File: config.mk
export PLATFORM = sky130hd
export DESIGN_NAME = pcdv_top
export DESIGN_NICKNAME = d
export VERILOG_FILES = /design/src/logic/pcdv_clkdiv.sv /design/src/logic/pcdv_top.sv
export SDC_FILE = /design/constraint.sdc
export NUM_CORES = 1
export LEC_CHECK = 0
export ABC_AREA = 1
export BUFFER_PORTS_ARGS = -buffer_cell sky130_fd_sc_hd__buf_4
export CAP_MARGIN = 20
export CORE_MARGIN = 2
export CORE_UTILIZATION = 35
export DETAILED_ROUTE_END_ITERATION = 6
export GPL_TIMING_DRIVEN = 0
export SLEW_MARGIN = 20
export SYNTH_ARGS = -nofsm -noshare
export SYNTH_HDL_FRONTEND = slang
export SYNTH_SLANG_ARGS = --single-unit
File: constraint.sdc
create_clock -name hclk -period 4.5 [get_ports hclk]
set_input_delay 0 -clock hclk [delete_from_list [all_inputs] [get_ports hclk]]
set_output_delay 0 -clock hclk [all_outputs]
set_load 0.01 [all_outputs]
File: src/logic/pcdv_clkdiv.sv
// package of constants and the bit clock divider used by each unit
package pcdv_pkg;
  localparam int NUM_UNITS = 2;
  localparam int DIV_W = 20;
  localparam int PW_W = 16;
  // register byte offsets
  localparam logic [7:0] OFS_CTL_A0 = 8'h00;
  localparam logic [7:0] OFS_CTL_A1 = 8'h04;
  localparam logic [7:0] OFS_CTL_B0 = 8'h08;
  localparam logic [7:0] OFS_CTL_B1 = 8'h0c;
  localparam logic [7:0] OFS_PW = 8'h10;
  localparam logic [7:0] OFS_SYNC = 8'h14;
  localparam logic [7:0] OFS_ROUTE = 8'h18;
  localparam logic [7:0] OFS_STATUS = 8'h1c;
  // first control register fields
  localparam int CTL0_CLK_EN = 31;
  localparam int CTL0_FS_EN = 30;
  // second control register fields
  localparam int CTL1_CLK_SRC = 31;
  localparam int CTL1_FS_SRC = 30;
  // phase halves sit in bits 29..20 of both control registers
  localparam int PHASE_POS = 20;
  localparam int PHASE_HALF_W = 10;
  // pulse width register: unit a low half, unit b high half
  localparam int PW_UNIT_STRIDE = 16;
  localparam int PW_STROBE = 0;
  localparam int PW_INV = 1;
  // sync register: per unit frame sync and clock trigger enables
  localparam int SYNC_UNIT_STRIDE = 16;
  localparam int SYNC_FS_TRIG = 0;
  localparam int SYNC_CLK_TRIG = 1;
  // routing select register
  localparam int ROUTE_FIELD_W = 5;
  localparam logic [4:0] ROUTE_LOW_A = 5'h1c;
  localparam logic [4:0] ROUTE_LOW_B = 5'h1d;
  // status register layout per unit
  localparam int STAT_UNIT_STRIDE = 8;
  // reset values
  localparam logic [31:0] CTL_RESET = 32'h0000_0000;
  localparam logic [31:0] PW_RESET = 32'h0000_0000;
  localparam logic [31:0] SYNC_RESET = 32'h0000_0000;
  localparam logic [31:0] ROUTE_RESET = 32'h0000_0000;
  // ahb encodings
  localparam logic [1:0] HTRANS_NONSEQ = 2'h2;
  localparam logic [1:0] HTRANS_SEQ = 2'h3;
  localparam logic HRESP_OKAY = 1'b0;
endpackage

`timescale 1ns/1ps

// bit clock divider: counts rising edges of the sampled source clock
module pcdv_clkdiv
  import pcdv_pkg::*;
#(
  parameter int W = DIV_W
) (
  input wire logic hclk,
  input wire logic hresetn,
  input wire logic ce,
  input wire logic src_lvl,
  input wire logic src_rise,
  input wire logic enable,
  input wire logic trig_en,
  input wire logic trig_rise,
  input wire logic [W-1:0] divisor,
  output logic clk_out,
  output logic running
);
  logic [W-1:0] cnt_reg;
  logic armed_reg;
  logic bypass;
  logic [W-1:0] high_len;

  // odd divisors: low phase gets the extra source period
  assign bypass = (divisor < W'(2));
  assign high_len = divisor >> 1;
  assign running = armed_reg;

  ////////////////////////////////////////////////////////////////////////
  // start gate: optional wait for a trigger rising edge
  always_ff @(posedge hclk or negedge hresetn) begin
    if (!hresetn) begin
      armed_reg <= 1'b0;
    end else if (ce) begin
      if (!enable) begin
        armed_reg <= 1'b0;
      end else if (!trig_en || trig_rise) begin
        armed_reg <= 1'b1;
      end
    end
  end

  ////////////////////////////////////////////////////////////////////////
  // divider counter and output, cleared while disabled
  always_ff @(posedge hclk or negedge hresetn) begin
    if (!hresetn) begin
      cnt_reg <= '0;
      clk_out <= 1'b0;
    end else if (ce) begin
      if (!enable || !armed_reg) begin
        cnt_reg <= '0;
        clk_out <= 1'b0;
      end else if (bypass) begin
        clk_out <= src_lvl;
        cnt_reg <= '0;
      end else if (src_rise) begin
        // one output period spans divisor source periods
        clk_out <= (cnt_reg < high_len);
        cnt_reg <= (cnt_reg >= divisor - W'(1)) ? '0 : cnt_reg + W'(1);
      end
    end
  end
endmodule

File: src/logic/pcdv_top.sv
// two-unit precision clock and frame sync generator with ahb-lite registers
//
// Design decisions made here: the address map and the AHB-Lite interface to the registers.
`timescale 1ns/1ps

module pcdv_top
  import pcdv_pkg::*;
#(
  parameter int W = DIV_W
) (
  input wire logic hclk,
  input wire logic hresetn,
  input wire logic ce,
  input wire logic hsel,
  input wire logic [31:0] haddr,
  input wire logic [1:0] htrans,
  input wire logic hwrite,
  input wire logic [2:0] hsize,
  input wire logic [31:0] hwdata,
  input wire logic hready,
  output logic hreadyout,
  output logic [31:0] hrdata,
  output logic hresp,
  input wire logic ref_osc_input,
  input wire logic [1:0] routed_source_input,
  input wire logic [1:0] ext_trigger_input,
  input wire logic oneshot_ref_a,
  input wire logic oneshot_ref_b,
  output logic [1:0] bit_clock_out,
  output logic [1:0] frame_sync_out
);
  logic [31:0] ctl0_reg [NUM_UNITS];
  logic [31:0] ctl1_reg [NUM_UNITS];
  logic [31:0] pw_reg;
  logic [31:0] sync_reg;
  logic [31:0] route_reg;
  logic [7:0] waddr_reg;
  logic wr_pend_reg;
  logic addr_ok;
  logic [31:0] status;
  logic [1:0] oneshot_ref;
  logic [1:0] ext_in;
  logic [1:0] run_clk;
  logic [1:0] run_fs;

  assign oneshot_ref = {oneshot_ref_b, oneshot_ref_a};
  // zero wait state slave, always okay
  assign hreadyout = 1'b1;
  assign hresp = HRESP_OKAY;
  assign addr_ok = hsel && hready &&
                   (htrans == HTRANS_NONSEQ || htrans == HTRANS_SEQ);

  ////////////////////////////////////////////////////////////////////////
  // feedback guard: selected codes tie each external input low
  assign ext_in[0] = (route_reg[ROUTE_FIELD_W-1:0] == ROUTE_LOW_A) ?
                     1'b0 : routed_source_input[0];
  assign ext_in[1] = (route_reg[2*ROUTE_FIELD_W-1:ROUTE_FIELD_W]
                      == ROUTE_LOW_B) ? 1'b0 : routed_source_input[1];

  ////////////////////////////////////////////////////////////////////////
  // address phase capture for writes
  always_ff @(posedge hclk or negedge hresetn) begin
    if (!hresetn) begin
      wr_pend_reg <= 1'b0;
      waddr_reg <= 8'h00;
    end else if (ce) begin
      wr_pend_reg <= addr_ok && hwrite;
      if (addr_ok) begin
        waddr_reg <= haddr[7:0];
      end
    end
  end

  ////////////////////////////////////////////////////////////////////////
  // register writes in the data phase; unmapped writes are dropped
  always_ff @(posedge hclk or negedge hresetn) begin
    if (!hresetn) begin
      for (int u = 0; u < NUM_UNITS; u++) begin
        ctl0_reg[u] <= CTL_RESET;
        ctl1_reg[u] <= CTL_RESET;
      end
      pw_reg <= PW_RESET;
      sync_reg <= SYNC_RESET;
      route_reg <= ROUTE_RESET;
    end else if (ce && wr_pend_reg) begin
      // no write protection: parameter changes on a live unit
      // take effect at once, glitches are software's concern
      case (waddr_reg)
        OFS_CTL_A0: ctl0_reg[0] <= hwdata;
        OFS_CTL_A1: ctl1_reg[0] <= hwdata;
        OFS_CTL_B0: ctl0_reg[1] <= hwdata;
        OFS_CTL_B1: ctl1_reg[1] <= hwdata;
        OFS_PW: pw_reg <= hwdata;
        OFS_SYNC: sync_reg <= hwdata;
        OFS_ROUTE: route_reg <= hwdata;
        default: ;
      endcase
    end
  end

  ////////////////////////////////////////////////////////////////////////
  // live status word
  always_comb begin
    status = 32'h0000_0000;
    for (int u = 0; u < NUM_UNITS; u++) begin
      status[u*STAT_UNIT_STRIDE + 0] = bit_clock_out[u];
      status[u*STAT_UNIT_STRIDE + 1] = frame_sync_out[u];
      status[u*STAT_UNIT_STRIDE + 2] = run_clk[u];
      status[u*STAT_UNIT_STRIDE + 3] = run_fs[u];
    end
  end

  ////////////////////////////////////////////////////////////////////////
  // read data registered at the address phase edge
  always_ff @(posedge hclk or negedge hresetn) begin
    if (!hresetn) begin
      hrdata <= 32'h0000_0000;
    end else if (ce && addr_ok && !hwrite) begin
      case (haddr[7:0])
        OFS_CTL_A0: hrdata <= ctl0_reg[0];
        OFS_CTL_A1: hrdata <= ctl1_reg[0];
        OFS_CTL_B0: hrdata <= ctl0_reg[1];
        OFS_CTL_B1: hrdata <= ctl1_reg[1];
        OFS_PW: hrdata <= pw_reg;
        OFS_SYNC: hrdata <= sync_reg;
        OFS_ROUTE: hrdata <= route_reg;
        OFS_STATUS: hrdata <= status;
        default: hrdata <= 32'h0000_0000;
      endcase
    end
  end

  ////////////////////////////////////////////////////////////////////////
  // the two units share nothing but the reference input
  for (genvar u = 0; u < NUM_UNITS; u++) begin : g_unit
    logic clk_sel;
    logic fs_sel;
    logic clk_prev_reg;
    logic fs_prev_reg;
    logic trig_prev_reg;
    logic os_prev_reg;
    logic trig_rise;
    logic fs_rise;
    logic fs_fall;
    logic os_rise;
    logic fs_en;
    logic fs_armed_reg;
    logic [W-1:0] fs_div;
    logic [W-1:0] phase;
    logic [PW_W-1:0] pw_val;
    logic [W-1:0] fs_width;
    logic [W-1:0] fcnt_reg;
    logic fs_out_reg;
    logic os_busy_reg;
    logic os_seen_reg;
    logic strobe;
    logic inv;

    // source selects: clear picks reference, set picks routed input
    assign clk_sel = ctl1_reg[u][CTL1_CLK_SRC] ? ext_in[u]
                                               : ref_osc_input;
    assign fs_sel = ctl1_reg[u][CTL1_FS_SRC] ? ext_in[u] : ref_osc_input;
    assign fs_div = ctl0_reg[u][W-1:0];
    assign phase = {ctl0_reg[u][PHASE_POS +: PHASE_HALF_W],
                    ctl1_reg[u][PHASE_POS +: PHASE_HALF_W]};
    assign pw_val = pw_reg[u*PW_UNIT_STRIDE +: PW_W];
    assign strobe = pw_reg[u*PW_UNIT_STRIDE + PW_STROBE];
    assign inv = pw_reg[u*PW_UNIT_STRIDE + PW_INV];
    assign fs_en = ctl0_reg[u][CTL0_FS_EN];
    assign fs_width = (pw_val == '0) ? (fs_div >> 1) : W'(pw_val);
    assign trig_rise = ext_trigger_input[u] && !trig_prev_reg;
    assign fs_rise = fs_sel && !fs_prev_reg;
    assign fs_fall = !fs_sel && fs_prev_reg;
    assign os_rise = oneshot_ref[u] && !os_prev_reg;
    assign run_fs[u] = fs_armed_reg;
    assign frame_sync_out[u] = fs_out_reg;

    // edge history of sampled inputs
    always_ff @(posedge hclk or negedge hresetn) begin
      if (!hresetn) begin
        clk_prev_reg <= 1'b0;
        fs_prev_reg <= 1'b0;
        trig_prev_reg <= 1'b0;
        os_prev_reg <= 1'b0;
      end else if (ce) begin
        clk_prev_reg <= clk_sel;
        fs_prev_reg <= fs_sel;
        trig_prev_reg <= ext_trigger_input[u];
        os_prev_reg <= oneshot_ref[u];
      end
    end

    pcdv_clkdiv #(
      .W(W)
    ) u_clkdiv (
      .hclk(hclk),
      .hresetn(hresetn),
      .ce(ce),
      .src_lvl(clk_sel),
      .src_rise(clk_sel && !clk_prev_reg),
      .enable(ctl0_reg[u][CTL0_CLK_EN]),
      .trig_en(sync_reg[u*SYNC_UNIT_STRIDE + SYNC_CLK_TRIG]),
      .trig_rise(trig_rise),
      .divisor(ctl1_reg[u][W-1:0]),
      .clk_out(bit_clock_out[u]),
      .running(run_clk[u])
    );

    // frame sync start gate, optional external trigger
    always_ff @(posedge hclk or negedge hresetn) begin
      if (!hresetn) begin
        fs_armed_reg <= 1'b0;
      end else if (ce) begin
        if (!fs_en) begin
          fs_armed_reg <= 1'b0;
        end else if (!sync_reg[u*SYNC_UNIT_STRIDE + SYNC_FS_TRIG] ||
                     trig_rise) begin
          fs_armed_reg <= 1'b1;
        end
      end
    end

    // frame sync: normal divider, direct bypass or one-shot
    always_ff @(posedge hclk or negedge hresetn) begin
      if (!hresetn) begin
        fcnt_reg <= '0;
        fs_out_reg <= 1'b0;
        os_busy_reg <= 1'b0;
        os_seen_reg <= 1'b0;
      end else if (ce) begin
        if (!fs_armed_reg) begin
          // preload so the first period starts after phase source rises
          fcnt_reg <= (phase == '0) ? '0 : fs_div - phase;
          fs_out_reg <= 1'b0;
          os_busy_reg <= 1'b0;
          os_seen_reg <= 1'b0;
        end else if (fs_div >= W'(2)) begin
          if (fs_rise) begin
            fs_out_reg <= (fcnt_reg < fs_width);
            fcnt_reg <= (fcnt_reg >= fs_div - W'(1)) ? '0
                        : fcnt_reg + W'(1);
          end
        end else if (!strobe) begin
          fs_out_reg <= fs_sel ^ inv;
        end else if (os_busy_reg) begin
          // pulse ends on the second rise of the one-shot reference
          if (os_rise) begin
            os_seen_reg <= 1'b1;
            if (os_seen_reg) begin
              os_busy_reg <= 1'b0;
              fs_out_reg <= 1'b0;
            end
          end
        end else if (inv ? fs_fall : fs_rise) begin
          os_busy_reg <= 1'b1;
          os_seen_reg <= 1'b0;
          fs_out_reg <= 1'b1;
        end
      end
    end
  end
endmodule

==> impl_metrics.env <==
export IMPL_route_detailed_drc=0
export IMPL_rr_worst_depth=24
export IMPL_ios=120
export IMPL_yosysTopAreaCell="dfrtp_1"
export IMPL_endpoint_kind="flip-flop"
export IMPL_clock_power_share_pct=28.7
export IMPL_synth_nets=3752
export IMPL_status="complete, no violations"
export IMPL_antenna_found_initial=0
export IMPL_ant_nets=0
export IMPL_grt_pass1_wl_um=142000
export IMPL_worstPathRequired_ns=4.96
export IMPL_grt_overflow=0
export IMPL_final_hold_violation_count=0
export IMPL_gp_congestion=0.971
export IMPL_coreArea_mm2=0.0714
export IMPL_crit_path_start_kind="flip-flop"
export IMPL_p_sw_share_pct=41.2
export IMPL_synth_main_ff_cell="dfrtp_1"
export IMPL_rsz0062_at_grt="false"
export IMPL_post_cts_setup_buffers=0
export IMPL_grt_max_degree=87
export IMPL_clock_sinks=365
export IMPL_drv_cap=0
export IMPL_synth_area_mm2=0.0252
export IMPL_multi_input_area_mm2=0.0141
export IMPL_portBuffers=89
export IMPL_insertion_delay_ns=0.60
export IMPL_synth_async_reset_ratio_pct=100
export IMPL_final_area_mm2=0.0292
export IMPL_tightest_slew_ns=0.973
export IMPL_cts_buffers=44
export IMPL_grt_pass1_vias=23100
export IMPL_grt_busiest_layer="met2"
export IMPL_synth_top_cells_by_count="nand2_1 (951), dfrtp_1 (365), inv_1 (348)"
export IMPL_synthAdderAreaFrac_pct=10.1
export IMPL_power_frac_comb_pct=38.7
export IMPL_yosysSeqAreaShare_pct=36.3
export IMPL_seqCellArea_mm2=0.00913
export IMPL_drv_slew=0
export IMPL_dp_hpwl_um=73900
export IMPL_fin_crit_ns=4.07
export IMPL_groute_usage_overall_pct=25.2
export IMPL_synth_area_per_cell_um2=7.26
export IMPL_cts_path_max_buffers=3
export IMPL_finalWorstSetupSlack_ns=0.430
export IMPL_leakagePower_uw=0.0148
export IMPL_dieArea_mm2=0.0741
export IMPL_pwr_share_seq_pct=32.6
export IMPL_ys_top_cells_by_area="dfrtp_1 (36%), nand2_1 (14%), ha_1 (9.9%)"
export IMPL_drt_total_wl_um=94600
export IMPL_fill_cells=7473
export IMPL_post_place_ws_ns=0.281
export IMPL_cts_htree_levels=2
export IMPL_fin_util_pct=40.9
export IMPL_synth_xor_area_share_pct=4.00
export IMPL_setup_violations=0
export IMPL_vdd_drop_max_mv=0.348
export IMPL_yosys_warnings=0
export IMPL_die_h_um=272
export IMPL_nets=3940
export IMPL_n_antenna_cell=0
export IMPL_hold_path_class="in -> async"
export IMPL_cts_clk_slew_worst_paths_ns=0.06
export IMPL_core_rowCount=98
export IMPL_synth_edf_count=0
export IMPL_drive_gt1_share_pct=8.16
export IMPL_grt_use_met3_pct=4.65
export IMPL_drt_pass1_iter_count=6
export IMPL_skew_ns=0.0284
export IMPL_total_power_uw=12900
export IMPL_placed_area_mm2=0.0272
export IMPL_synth_cells=3468
export IMPL_power_density_mw_per_mm2=442
export IMPL_area_delta_synth_final_pct=15.7
export IMPL_crit_fanout=10
export IMPL_synth_top_family_by_area="simple AND/OR/NAND/NOR gates"
export IMPL_crit_type="reg -> reg"
export IMPL_start_util_pct=35.3
export IMPL_fmax_mhz=246
export IMPL_synth_most_common_cell="nand2_1"
export IMPL_root_buffer="clkbuf_16"
export IMPL_synth_mux_area_fraction_pct=0
export IMPL_die_w_um=272
export IMPL_avgViaCountPerCell=5.35
export IMPL_finalCritPeriodShare_pct=90.5
export IMPL_synth_simple_area_share_pct=28.0
export IMPL_maxSlewHeadroom_pct=35.1
export IMPL_synth_compound_area_share_pct=14.0
export IMPL_ys_types=59
export IMPL_use_met1_pct=34.1
export IMPL_internal_power_uw=7580
export IMPL_vias=24800
export IMPL_switching_power_uw=5310
export IMPL_drtIter0Drc=2277
export IMPL_post_drt_wl_per_cell_um=20.4
export IMPL_cts_tree="built"
export IMPL_cp_arrival_ns=4.53
export IMPL_groute_layer_met2_usage_pct=39.9
export IMPL_synth_top_area_share_pct=36.3
export IMPL_ys_seq_elements=365
[path summary, 6_finish.rpt]
check                                         from                                         to  slack (ns)
setup / recovery           ctl0_reg[1]$_DFFE_PN0P_         g_unit[1].fcnt_reg[10]$_DFFE_PN0P_        0.43
hold / removal                             hresetn  g_unit[1].u_clkdiv.cnt_reg[8]$_DFFE_PN0P_        0.03
setup reg to reg           ctl0_reg[1]$_DFFE_PN0P_         g_unit[1].fcnt_reg[10]$_DFFE_PN0P_        0.43
hold reg to reg              hrdata[5]$_DFFE_PN0P_                      hrdata[5]$_DFFE_PN0P_        0.48
max in group asynchronous                  hresetn                   ctl0_reg[28]$_DFFE_PN0P_        3.28
min in group hclk                           hready                   waddr_reg[1]$_DFFE_PN0P_        0.03
[per-stage QoR]
| stage | setup TNS, ns | instances | hold slack [ns] |
|---|---|---|---|
| 5_1_grt | 0 | 4639 | 0.0381 |
| 2_1_floorplan | 0 | 3468 | -0.296 |
| 4_1_cts | 0 | 4639 | 0.00388 |
| 6_report | 0 | 4639 | 0.0274 |
| 3_3_place_gp | -125.75 | 4507 | 0.230 |
| 3_5_place_dp | 0 | 4512 | 0.0622 |
[cells in the final DEF, fill, tap and decap left out, types with 8 or more instances in the layout]
cell type / Yosys / final
o21ai_1: 15 / 15
a21boi_0: 8 / 8
o22ai_1: 41 / 41
xnor2_1: 16 / 16
dlygate4sd3_1: 0 / 48
clkbuf_16: 0 / 45
a21oi_1: 177 / 177
clkinv_2: 1 / 9
buf_2: 22 / 22
inv_2: 30 / 31
o21bai_1: 9 / 9
nand3b_1: 12 / 12
xor2_1: 99 / 99
ha_1: 200 / 200
nor2_1: 296 / 296
nand2_2: 17 / 17
nor3_1: 68 / 68
nor2_2: 15 / 15
o21ai_0: 340 / 340
clkbuf_8: 0 / 10
o31ai_1: 9 / 9
nand2_1: 951 / 951
nand4_1: 68 / 68
clkbuf_1: 62 / 66
inv_1: 348 / 347
nor4_1: 9 / 9
nor3_2: 10 / 10
o2111ai_1: 8 / 8
dfrtp_1: 365 / 365
buf_4: 9 / 97
nand3_1: 177 / 177
[what timing repair did]
action	in CTS	in global routing
gates resized for setup	0	2
endpoints found under the setup margin	0	5
hold buffers	48	0
hold endpoints to repair	439	0
[critical path, stage by stage (launching register included)]
cell	delay, ns
dfrtp_1	0.49
inv_2	0.24
ha_1	0.23
nand2_1	0.10
nor2_1	0.17
nand3_1	0.14
nor2_1	0.14
nand3_1	0.14
nor2_1	0.21
nand2_1	0.09
xnor2_1	0.14
inv_1	0.06
ha_1	0.27
nand2_1	0.04
inv_1	0.06
nand3_1	0.11
a21oi_1	0.21
nor2_1	0.07
and2_1	0.17
nand2_1	0.25
clkinvlp_4	0.31
nand3_1	0.13
nand2_1	0.06
nand2_1	0.07
nand2_1	0.05
[power groups by stage]
| stage | registers [uW] | logic (uW) | clock network (uW) |
|---|---|---|---|
| 2_1_floorplan | 3970 | 3660 | 0 |
| 3_3_place_gp | 4250 | 4790 | 0 |
| 3_5_place_dp | 4240 | 4880 | 0 |
| 4_1_cts | 4190 | 4940 | 3740 |
| 5_1_grt | 4240 | 5730 | 3870 |
| 6_report | 4210 | 4990 | 3690 |
[metal layers]
| metal | part of all wire (%) | up-vias |
|---|---|---|
| met1 | 43 | 11700 |
| li1 | - | 11900 |
| met2 | 45 | 1041 |
| met3 | 8.2 | 215 |
| met5 | 0 | - |
| met4 | 4.1 | 0 |
[cells by family after synthesis]
logic type	Yosys count
xor+xnor	115
simple gates	1652
fa+ha+maj	202
buf+inv	481
compound gates	651
other cells	2
flops	365
[area by class of cell]
cell class                      count  area share [%]
Sequential cell                   365            31.3
Clock buffer                       59            4.39
Timing Repair Buffer              142            4.44
Clock inverter                     20           0.691
Inverter                          384            4.97
Tap cell                          950            4.08
Buffer                             97            1.59
Multi-Input combinational cell   2622            48.5
No activity file was read; power rests on OpenSTA's default activity.
